**src/rtl/host_link_params.svh**
```systemverilog
/*
 Register offsets, field positions and reset values of the host link and
 interrupt pin configuration block. Assumes 8-bit registers on an 8-bit address.
*/
`ifndef HOST_LINK_PARAMS_SVH
`define HOST_LINK_PARAMS_SVH

`define HLC_OFFSET 8'h31
`define IPC_OFFSET 8'h33
`define IST_OFFSET 8'h14
`define HLC_RESET 8'h00
`define IPC_RESET 8'h00
`define IST_RESET 8'h00
`define HLC_READ_MASK 8'hFC
`define HLC_SLEW_EN_BIT 2
`define HLC_SLEW_MAN_BIT 3
`define HLC_ROUTE_XCHG_BIT 4
`define HLC_SHARED_PIN_BIT 5
`define HLC_PER_SRC_CLR_BIT 6
`define IPC_PIN1_HIGH_BIT 2
`define IPC_PIN1_PP_BIT 3
`define IPC_PIN2_HIGH_BIT 6
`define IPC_PIN2_PP_BIT 7

`endif

```
**src/rtl/host_link_pkg.sv**
```systemverilog
/*
 Types shared by the host link configuration block and its pin driver.
 Assumes the params header sits on the include path.
*/
package host_link_pkg;
    // register access from the serial port front end
    typedef struct packed {
        logic wr;
        logic rd;
        logic [7:0] addr;
        logic [7:0] wdata;
    } reg_req_t;

    // one physical irq pin: level out, enable low while driving
    typedef struct packed {
        logic level;
        logic oe_n;
    } pin_drive_t;

    typedef enum logic [1:0] {
        SLEW_OFF = 2'b00,
        SLEW_ON = 2'b01,
        SLEW_AUTO = 2'b10
    } slew_mode_t;
endpackage

```
**src/rtl/irq_pin_driver.sv**
```systemverilog
/*
 Drives one interrupt pin from a request, a polarity and a drive mode.
 Assumes request is a clean level on clk; the pad resolves the wire.
*/
`timescale 1ns/1ps
module irq_pin_driver (
    // clock and reset
    input wire logic clk,
    input wire logic rst_n,
    // pin settings
    input wire logic request,
    input wire logic level_high,
    input wire logic push_pull,
    // pad
    output host_link_pkg::pin_drive_t pin
);
    import host_link_pkg::*;

    logic active_lvl;
    assign active_lvl = request ? level_high : ~level_high;

    // open drain pulls only low; released means the pullup wins
    always_ff @(posedge clk) begin
        if (!rst_n) begin
            pin <= '{level: 1'b1, oe_n: 1'b1};
        end else if (push_pull) begin
            pin <= '{level: active_lvl, oe_n: 1'b0};
        end else begin
            pin <= '{level: 1'b0, oe_n: active_lvl};
        end
    end
endmodule // irq_pin_driver

```
**src/rtl/host_link_cfg.sv**
```systemverilog
/*
 Host link control, irq pin configuration and the interrupt status clear
 logic. Assumes a serial front end turns I2C/SPI frames into one-cycle
 register requests on clk, and the motion block raises one-cycle events.
*/
`timescale 1ns/1ps
`include "host_link_params.svh"

// How it works
// - bits 1:0 of link control always read back as zero.
// - slew enable bit sets pad slew limiting, only in manual mode.
// - manual select at 0 leaves slew to hardware automatic control.
// - route exchange bit swaps which request reaches which pin.
// - shared pin mode makes the serial output pin bidirectional.
// - with per-source clear off, any status write clears all flags.
// - with per-source clear on, each written one clears its flag.
// - first pin asserted level is high when its level bit is set.
// - first pin push-pull when its drive bit is set, else open drain.
// - second pin asserted level is high when its level bit is set.
// - second pin push-pull when its drive bit is set, else open drain.
// - reserved pin configuration bits have no effect.
// - status holds tilt/flip bits 1:0, motion bit 2, shake bit 3.
module host_link_cfg (
    // clock and reset
    input wire logic clk,
    input wire logic rst_n,
    // register access
    input host_link_pkg::reg_req_t req,
    output logic [7:0] rdata_r,
    // motion block events and request groups
    input wire logic [7:0] event_set,
    input wire logic [7:0] first_req_mask,
    input wire logic [7:0] second_req_mask,
    // serial pad controls
    output host_link_pkg::slew_mode_t pad_slew_r,
    output logic shared_data_pin_mode_r,
    input wire logic serial_out_data,
    input wire logic serial_out_drive,
    output logic serial_out_pin_o_r,
    output logic serial_out_pin_oe_n_r,
    // interrupt pins
    output host_link_pkg::pin_drive_t first_irq_pin,
    output host_link_pkg::pin_drive_t second_irq_pin,
    // status for the front end
    output logic [7:0] irq_status_r
);
    import host_link_pkg::*;

    logic [7:0] link_ctrl_r;
    logic [7:0] pin_cfg_r;
    logic hlc_wr, ipc_wr, ist_wr;
    logic [7:0] clear_bits;
    logic first_irq_request, second_irq_request;
    logic req1_r, req2_r;
    logic per_source_clear_enable, request_route_exchange, pad_slew_manual_select;

    function automatic logic hit(input logic [7:0] a, input logic [7:0] off);
        hit = (a == off);
    endfunction

    assign hlc_wr = req.wr && hit(req.addr, `HLC_OFFSET);
    assign ipc_wr = req.wr && hit(req.addr, `IPC_OFFSET);
    assign ist_wr = req.wr && hit(req.addr, `IST_OFFSET);
    assign per_source_clear_enable = link_ctrl_r[`HLC_PER_SRC_CLR_BIT];
    assign request_route_exchange = link_ctrl_r[`HLC_ROUTE_XCHG_BIT];
    assign pad_slew_manual_select = link_ctrl_r[`HLC_SLEW_MAN_BIT];

    // link control; low reserved bits never stored, top bit kept as written
    always_ff @(posedge clk) begin
        if (!rst_n) begin
            link_ctrl_r <= `HLC_RESET;
        end else if (hlc_wr) begin
            link_ctrl_r <= req.wdata & `HLC_READ_MASK;
        end
    end

    // pin configuration; reserved bits stored but read nowhere
    always_ff @(posedge clk) begin
        if (!rst_n) begin
            pin_cfg_r <= `IPC_RESET;
        end else if (ipc_wr) begin
            pin_cfg_r <= req.wdata;
        end
    end

    // clear mask: everything, or the written bitmask
    always_comb begin
        if (!ist_wr) begin
            clear_bits = 8'h00;
        end else if (per_source_clear_enable) begin
            clear_bits = req.wdata;
        end else begin
            clear_bits = 8'hFF;
        end
    end

    // sticky flags; a new event in the clearing cycle survives
    always_ff @(posedge clk) begin
        if (!rst_n) begin
            irq_status_r <= `IST_RESET;
        end else begin
            irq_status_r <= (irq_status_r & ~clear_bits) | event_set;
        end
    end

    // read data; the pin config register is write only and reads zero
    always_ff @(posedge clk) begin
        if (!rst_n) begin
            rdata_r <= 8'h00;
        end else if (req.rd) begin
            if (hit(req.addr, `HLC_OFFSET)) begin
                rdata_r <= link_ctrl_r & `HLC_READ_MASK;
            end else if (hit(req.addr, `IST_OFFSET)) begin
                rdata_r <= irq_status_r;
            end else begin
                rdata_r <= 8'h00;
            end
        end
    end

    // pad slew selection, slew enable bit only counts in manual mode
    always_ff @(posedge clk) begin
        if (!rst_n) begin
            pad_slew_r <= SLEW_AUTO;
        end else if (!pad_slew_manual_select) begin
            pad_slew_r <= SLEW_AUTO;
        end else begin
            pad_slew_r <= link_ctrl_r[`HLC_SLEW_EN_BIT] ? SLEW_ON : SLEW_OFF;
        end
    end

    // serial out pin: push output normally, turnaround when shared
    always_ff @(posedge clk) begin
        if (!rst_n) begin
            shared_data_pin_mode_r <= 1'b0;
            serial_out_pin_o_r <= 1'b0;
            serial_out_pin_oe_n_r <= 1'b1;
        end else begin
            shared_data_pin_mode_r <= link_ctrl_r[`HLC_SHARED_PIN_BIT];
            serial_out_pin_o_r <= serial_out_data;
            if (link_ctrl_r[`HLC_SHARED_PIN_BIT]) begin
                serial_out_pin_oe_n_r <= ~serial_out_drive;
            end else begin
                serial_out_pin_oe_n_r <= 1'b0;
            end
        end
    end

    // request levels from pending flags, then routing exchange
    assign first_irq_request = |(irq_status_r & first_req_mask);
    assign second_irq_request = |(irq_status_r & second_req_mask);

    always_ff @(posedge clk) begin
        if (!rst_n) begin
            req1_r <= 1'b0;
            req2_r <= 1'b0;
        end else begin
            req1_r <= request_route_exchange ? second_irq_request : first_irq_request;
            req2_r <= request_route_exchange ? first_irq_request : second_irq_request;
        end
    end

    // pin settings follow the physical pin, after the exchange
    irq_pin_driver u_first_pin (
        .clk(clk),
        .rst_n(rst_n),
        .request(req1_r),
        .level_high(pin_cfg_r[`IPC_PIN1_HIGH_BIT]),
        .push_pull(pin_cfg_r[`IPC_PIN1_PP_BIT]),
        .pin(first_irq_pin)
    );

    irq_pin_driver u_second_pin (
        .clk(clk),
        .rst_n(rst_n),
        .request(req2_r),
        .level_high(pin_cfg_r[`IPC_PIN2_HIGH_BIT]),
        .push_pull(pin_cfg_r[`IPC_PIN2_PP_BIT]),
        .pin(second_irq_pin)
    );
endmodule // host_link_cfg

```
**config.mk**
```make
export PLATFORM = sky130hd
export DESIGN_NAME = host_link_cfg
export DESIGN_NICKNAME = d
export VERILOG_FILES = /design/src/rtl/host_link_pkg.sv /design/src/rtl/irq_pin_driver.sv /design/src/rtl/host_link_cfg.sv
export VERILOG_INCLUDE_DIRS = /design/src /design/src/rtl
export SDC_FILE = /design/constraint.sdc
export NUM_CORES = 1
export LEC_CHECK = 0
export BUFFER_PORTS_ARGS = -buffer_cell sky130_fd_sc_hd__buf_2
export CAP_MARGIN = 40
export CORE_MARGIN = 1.5
export CORE_UTILIZATION = 41
export DETAILED_ROUTE_END_ITERATION = 10
export PLACE_DENSITY = 0.74
export SLEW_MARGIN = 20
export SYNTH_ARGS = -nofsm -noshare
export SYNTH_HDL_FRONTEND = slang
export SYNTH_SLANG_ARGS = --single-unit
```
**constraint.sdc**
```tcl
create_clock -name clk -period 1.2 [get_ports clk]
set_input_delay 0.24 -clock clk [delete_from_list [all_inputs] [get_ports clk]]
set_output_delay 0.24 -clock clk [all_outputs]
set_load 0.1 [all_outputs]
```
# After elaboration in Yosys (flattened, before gate mapping)
# Cells that the tools add are included.
op_classes:
  n_eq_ne: 3
  bitwise: 8
  n_reduce_logical: 6
  n_mux: 12
ops:
  columns: ["cell", "count"]
  rows:
  - ["2-to-1 mux 8 bit", 4]
  - ["bitwise AND 8 bit", 3]
  - ["equality test 8 x 6 -> 1 bit (second input constant)", 2]
  - ["OR reduction 8 bit", 2]
  - ["equality test 8 x 5 -> 1 bit (second input constant)", 1]
  - ["inverter 8 bit", 1]
  - ["bitwise OR 8 bit", 1]
  - ["2-to-1 mux 1 bit", 6]
  - ["2-to-1 mux 2 bit", 2]
  - ["logical AND 1 bit", 3]
  - ["inverter 1 bit", 3]
  - ["AND reduction 2 bit", 1]
word_totals:
  inputBits: 46
  elab_cells: 43
  ff_bits: 41

# Logic depth before layout (Yosys ltp)
# Gate-level depths: netlist of run 1.
logic_depth:
  depth_word: 6
  mapped_depth: 4
  depth_no_buf: 3

# Cells and area by module
# A second synthesis of run 1 with hierarchy kept.
unflattened:
  cells_unflattened: 167
  hier_area_um2: 1572.8
by_module_without_submodules:
  columns: ["mod", "n_inst", "area_each_um2", "cells_per_inst"]
  rows:
  - ["host_link_cfg", 1, 1447.6, 155]
  - ["irq_pin_driver", 2, 62.6, 6]

# Worst setup path before layout of run 1
# OpenSTA, ideal clock, no wires.
synth_path:
  kind: "reg2reg"
  start: "register irq_status_r[6]"
  end: "register req2_r"
  n_path_buf: 0
  arrival_time_ns: 1.549
  setup_time_ns: 0.075
  stages_incl_launch_ff: 4
  setup_slack_ns: -0.424
  required_ns: 1.125
  path_cell_list: "dfxtp_1 a22oi_1 and4_1 o22ai_1"
synth_between:
  elab_chain_cells: 3
  word_cells_on_any_way: 5
  cone_classes: "1 x mux; 2 x bitwise; 2 x reduce/logical"
synth_rtl:
  columns: ["element", "line_no", "source"]
  rows:
  - ["start, declared", "host_link_cfg.sv:45", "output logic [7:0] irq_status_r"]
  - ["start signal, assigned", "host_link_cfg.sv:100", "irq_status_r <= `IST_RESET;"]
  - ["start signal, assigned", "host_link_cfg.sv:102", "irq_status_r <= (irq_status_r & ~clear_bits) | event_set;"]
  - ["bitwise AND 8 bit, on equally long branches", "host_link_cfg.sv:151, host_link_cfg.sv:150", null]
  - ["OR reduction 8 bit, on equally long branches", "host_link_cfg.sv:151, host_link_cfg.sv:150", null]
  - ["2-to-1 mux 1 bit (*)", "host_link_cfg.sv:159", "req2_r <= request_route_exchange ? first_irq_request : second_irq_request;"]
  - ["end signal, assigned", "host_link_cfg.sv:159", null]
  - ["end, declared", "host_link_cfg.sv:54", "logic req1_r, req2_r;"]
# Every way passes the cells marked *; elsewhere a longest branch is shown, timed or not.
# A chain may end at the register's enable or synchronous reset.

# Worst setup path after layout of run 1
layout_path:
  start: "register irq_status_r[5]"
  end: "output irq_status_r[5]"
# No word-level cell between the ends.

==> flow_summary.json, run 1 <==
{
  "power_density_mw_per_mm2": 1210,
  "cts_inserted_buffers": 5,
  "drive_above_1_share": 0.420,
  "final_common_cell": "buf_2",
  "synthFlopType": "dfxtp_1",
  "holdWs_ns": 0.132,
  "max_slew_margin": 0.767,
  "post_drt_wl_per_cell_um": 14.5,
  "ctsResizeCount": 0,
  "hold_path_class": "primary input to flip-flop",
  "grt.overflow.total": 0,
  "core_mm2": 0.00366,
  "clock-sinks": 37,
  "skew_ns": 0.00382,
  "critPathTopFamily": "flip-flops",
  "antenna_found_initial": 0,
  "grt_pass1_vias": 1539,
  "route.detailed.drc": 0,
  "ys_seq_area_frac": 0.474,
  "synth.distinct_cells": 27,
  "io-pin-count": 71,
  "vdd_drop_max_v": 0.000674,
  "postRouteAntennaNets": 0,
  "ctsHoldBuffers": 0,
  "grt_setup_unrepaired": "no",
  "first_pass_iters": 5,
  "grt_pass1_wl_um": 7130,
  "synth_fp_nets": 214,
  "crit_chain": "buf_12",
  "place_hpwl_um": 3200,
  "wirelength_um": 4250,
  "antennaDiodeCount": 0,
  "yosysWarnings": 0,
  "post_cts_buffers": 0,
  "grt_max_degree": 32,
  "die_y_um": 64.7,
  "crit_slowest_cell": "dfxtp_2",
  "drt_iter0_markers": 104,
  "hold_viol": 0,
  "avgViaCountPerCell": 5.41,
  "dr_total_vias": 1585,
  "layout_common_cells": "buf_2 (45), buf_12 (26), dfxtp_1 (21)",
  "cp.required_ns": 0.96,
  "fmax_mhz": 869,
  "clockBufferDepth": 2,
  "n_fill_cell": 270,
  "num_rows": 22,
  "crit_arrival_ns": 0.91,
  "gp_congestion": 0.812,
  "synth_edf_count": 0,
  "ys_async_sr_fraction": 0,
  "postLayoutCellArea_mm2": 0.00253,
  "insertion_delay_ns": 0.28,
  "leakagePower_nw": 1.07,
  "cts_htree_levels": 2,
  "cts_tree": "done",
  "power_mw": 3.05,
  "area_growth_pct": 61.6,
  "cp_slowest_stage_delay_ns": 0.43,
  "clk_pin_slew_ns": 0.07,
  "synthCells": 168,
  "synth_area_mm2": 0.00156,
  "setup_slack_ns": 0.0494,
  "tns_ns": 0,
  "outcome": "completed",
  "fin_crit_sh": 0.959,
  "period_minus_slack_ns": 1.15,
  "critPathBufInv": 1,
  "syn_area_per_cell_um2": 9.30,
  "io_buffers": 70,
  "die_area_mm2": 0.00419,
  "placed_area_mm2": 0.00241,
  "cp-start-kind": "flip-flop",
  "die_x_um": 64.7,
  "clockRootBuffer": "clkbuf_8",
  "setup-violations-final": 0,
  "fin_nets": 290,
  "tightestPinTransition_ns": 0.345,
  "cp-end-kind": "output pin",
  "ys_ff_latch": 37,
  "initial_core_util": 0.427,
  "dp_slack_ns": -0.190,
  "path_class": "flip-flop to output pin",
  "slew_violations": 0,
  "grt_util_all_layers": 0.225,
  "maxCapViolCount": 0,
  "critPathMaxFanout": 5
}
## report_power, final
part           switching (mW)  internal, mW
Combinational           0.427         0.276
Clock                   0.416         0.593
Sequential             0.0656          1.28
Total                   0.908          2.15
## cell type report
class                      count  area (um2)  share of cell area
sequential                    37         778               0.308
clock buffer                   8         111              0.0441
multi-input combinational    119         767               0.304
timing repair buffer          78         798               0.316
inverter                       3        11.3             0.00446
tap                           48        60.1              0.0238
## layer usage
layer	vias to the layer above	global-route usage	wire length, um
met5	-	0	0
met4	0	0.112	93
met3	9	0.0642	215
met2	57	0.374	2210
met1	752	0.263	1730
li1	767	-	-
## through the flow
| stage | util | cells |
|---|---|---|
| finish | 0.690 | 293 |
| global route | 0.690 | 293 |
| CTS | 0.690 | 293 |
| detailed placement | 0.660 | 285 |
| global placement | 0.660 | 285 |
| floorplan | - | 168 |
## flip-flops by register name, summed over array words and instances (netlist names), 2 cells and up
name / flops
u_second_pin.pin: 2
u_first_pin.pin: 2
pin_cfg_r: 4
rdata_r: 8
link_ctrl_r: 6
pad_slew_r: 2
irq_status_r: 8
## cells in the mapped netlist, types with 3 or more instances
library cell	number	area, um2
dfxtp_1	37	741
o21ai_0	17	85.1
nand2b_1	4	25.0
a22oi_1	8	60.1
clkbuf_1	5	18.8
nor3b_1	8	60.1
mux2i_1	10	100
a21oi_1	8	40.0
a31oi_1	6	37.5
inv_1	3	11.3
nor2b_1	8	50.1
nand2_1	19	71.3
nand3_1	13	65.1
## logic make-up after synthesis
kind of cell           Yosys count  synth area share
multiplexers                    10            0.0641
AND/OR/NAND/NOR                 64             0.255
buffers and inverters           12            0.0352
flip-flops                      37             0.474
XOR/XNOR                         2            0.0112
AO/OA/AOI/OAI                   43             0.160
## path summary, 6_finish.rpt
path / endpoint / cells past startpoint / start / slack, ns
setup / recovery: irq_status_r[5] / 1 / irq_status_r[5]$_SDFF_PN0_ / 0.05
setup reg to reg: req2_r$_SDFF_PN0_ / 3 / irq_status_r[6]$_SDFF_PN0_ / 0.16
hold reg to reg: pad_slew_r[1]$_SDFF_PN1_ / 1 / link_ctrl_r[3]$_SDFFE_PN0P_ / 0.43
hold / removal: serial_out_pin_oe_n_r$_SDFF_PN1_ / 2 / serial_out_drive / 0.13
Power figures use the tool's default switching activity.
==> run 2: changes to the inputs <==
--- a/config.mk
+++ b/config.mk
@@ -6,12 +6,14 @@
 export SDC_FILE = /design/constraint.sdc
 export NUM_CORES = 1
 export LEC_CHECK = 0
-export BUFFER_PORTS_ARGS = -buffer_cell sky130_fd_sc_hd__buf_2
+export BUFFER_PORTS_ARGS = -buffer_cell sky130_fd_sc_hd__buf_4
 export CAP_MARGIN = 40
+export CELL_PAD_IN_SITES_DETAIL_PLACEMENT = 0
+export CELL_PAD_IN_SITES_GLOBAL_PLACEMENT = 1
 export CORE_MARGIN = 1.5
-export CORE_UTILIZATION = 41
+export CORE_UTILIZATION = 30
 export DETAILED_ROUTE_END_ITERATION = 10
-export PLACE_DENSITY = 0.74
+export PLACE_DENSITY_LB_ADDON = 0.1
 export SLEW_MARGIN = 20
 export SYNTH_ARGS = -nofsm -noshare
 export SYNTH_HDL_FRONTEND = slang
==> flow_summary.json, run 2 (synthesis gave the netlist of run 1 again) <==
{
  "clockPowerShare": 0.305,
  "cp_slowest_stage_delay_ns": 0.41,
  "skew_ns": 0.00508,
  "grt_setup_unrepaired": "no",
  "postRouteAntennaNets": 0,
  "period_minus_slack_ns": 1.17,
  "tightestPinTransition_ns": 0.356,
  "path_class": "flip-flop to output pin",
  "max_slew_margin": 0.762,
  "area_growth_pct": 50.3,
  "p_switching_mw": 0.944,
  "hold_path_class": "primary input to flip-flop",
  "fmax_mhz": 857,
  "worstRegToRegCells": 3,
  "combPwrFrac": 0.230,
  "clock-sinks": 37,
  "cp.required_ns": 0.96,
  "clk_pin_slew_ns": 0.07,
  "reg_top3": "irq_status_r x8, rdata_r x8, link_ctrl_r x6",
  "switching_share": 0.332,
  "power_density_mw_per_mm2": 1210,
  "crit_cells": 1,
  "maxCapViolCount": 0,
  "setup-violations-final": 0,
  "crit_arrival_ns": 0.93,
  "pwr-share-seq": 0.465,
  "cp-start-kind": "flip-flop",
  "gp_congestion": 0.757,
  "use_met1": 0.211,
  "crit_chain": "buf_8",
  "avgViaCountPerCell": 4.78,
  "min_path_cells": 2,
  "route.detailed.drc": 0,
  "outcome": "completed",
  "post_cts_buffers": 0,
  "crit_slowest_cell": "dfxtp_2",
  "critPathBufInv": 1,
  "num_rows": 26,
  "grt_util_all_layers": 0.172,
  "setup_slack_ns": 0.0328,
  "fin_nets": 290,
  "tns_ns": 0,
  "leakagePower_nw": 1.01,
  "hold_viol": 0,
  "slew_violations": 0,
  "place_hpwl_um": 3410,
  "grt_max_degree": 41,
  "dr_total_vias": 1506,
  "globalRoute.busiestLayer": "met2",
  "multi_input_area_um2": 767,
  "grt.overflow.total": 0,
  "io-pin-count": 71,
  "layout_common_cells": "buf_4 (70), dfxtp_1 (21), nand2_1 (19)",
  "die_y_um": 75.2,
  "final_common_cell": "buf_4",
  "io_buffers": 70,
  "insertion_delay_ns": 0.30,
  "finish.utilization": 0.463,
  "ff_latch_area_um2": 778,
  "cts_tree": "done",
  "antenna_found_initial": 0,
  "grt_use_met3": 0.0643,
  "drive_above_1_share": 0.424,
  "cts_inserted_buffers": 5,
  "ctsHoldBuffers": 0,
  "p_int_mw": 1.90,
  "post_drt_wl_per_cell_um": 14.4,
  "grt_pass1_vias": 1379,
  "ff2ff_setup_slack_ns": 0.16,
  "n_fill_cell": 533,
  "cts_htree_levels": 2,
  "fin_crit_sh": 0.973,
  "clockRootBuffer": "clkbuf_8",
  "grt_pass1_wl_um": 6900,
  "antennaDiodeCount": 0,
  "vdd_drop_max_v": 0.000422,
  "critPathTopFamily": "flip-flops",
  "use_met2": 0.277,
  "die_area_mm2": 0.00565,
  "critPathMaxFanout": 5,
  "die_x_um": 75.2,
  "cp-end-kind": "output pin",
  "core_mm2": 0.00507,
  "initial_core_util": 0.308,
  "wirelength_um": 4540,
  "drt_iter0_markers": 78,
  "first_pass_iters": 4,
  "clockBufferDepth": 2,
  "dp_slack_ns": -0.191
}
## run 2: layer usage
layer	vias to the layer above	routed length, um	part of all wire
met1	692	2090	0.46
met5	-	0	0
li1	754	-	-
met4	0	63	0.014
met2	54	2100	0.46
met3	6	288	0.063
## run 2: final cells by class
| cell class | count | share of cell area |
|---|---|---|
| Clock buffer | 5 | 0.0293 |
| Clock inverter | 3 | 0.00693 |
| Inverter | 3 | 0.00479 |
| Multi-Input combinational cell | 119 | 0.327 |
| Sequential cell | 37 | 0.331 |
| Tap cell | 70 | 0.0373 |
| Timing Repair Buffer | 78 | 0.264 |
## run 2: timing repair
item | CTS | global route
hold endpoints to repair | 0 | 0
endpoints found under the setup margin | 8 | 1
gates resized for setup | 8 | 1
## run 2: power by group through the flow
| stage | clock network, mW | registers (mW) | logic (mW) |
|---|---|---|---|
| floorplan | 0 | 1.63 | 0.115 |
| global placement | 0 | 1.35 | 0.639 |
| detailed placement | 0 | 1.35 | 0.644 |
| CTS | 0.890 | 1.33 | 0.657 |
| global route | 0.954 | 1.33 | 0.690 |
| finish | 0.869 | 1.32 | 0.655 |
## run 2: path summary, 6_finish.rpt
path / from / end
setup reg to reg: irq_status_r[1]$_SDFF_PN0_ / req2_r$_SDFF_PN0_
hold / removal: serial_out_drive / serial_out_pin_oe_n_r$_SDFF_PN1_
setup / recovery: irq_status_r[5]$_SDFF_PN0_ / irq_status_r[5]
hold reg to reg: link_ctrl_r[3]$_SDFFE_PN0P_ / pad_slew_r[1]$_SDFF_PN1_
## run 2: metrics by stage
stage / hold slack [ns] / power, mW / instances / area (um2)
6_report: 0.120 / 2.85 / 315 / 2350
3_3_place_gp: 0.425 / 1.99 / 307 / 2230
3_5_place_dp: 0.431 / 1.99 / 307 / 2230
5_1_grt: 0.142 / 2.98 / 315 / 2350
4_1_cts: 0.118 / 2.87 / 315 / 2340
2_1_floorplan: 0.340 / 1.74 / 168 / 1600
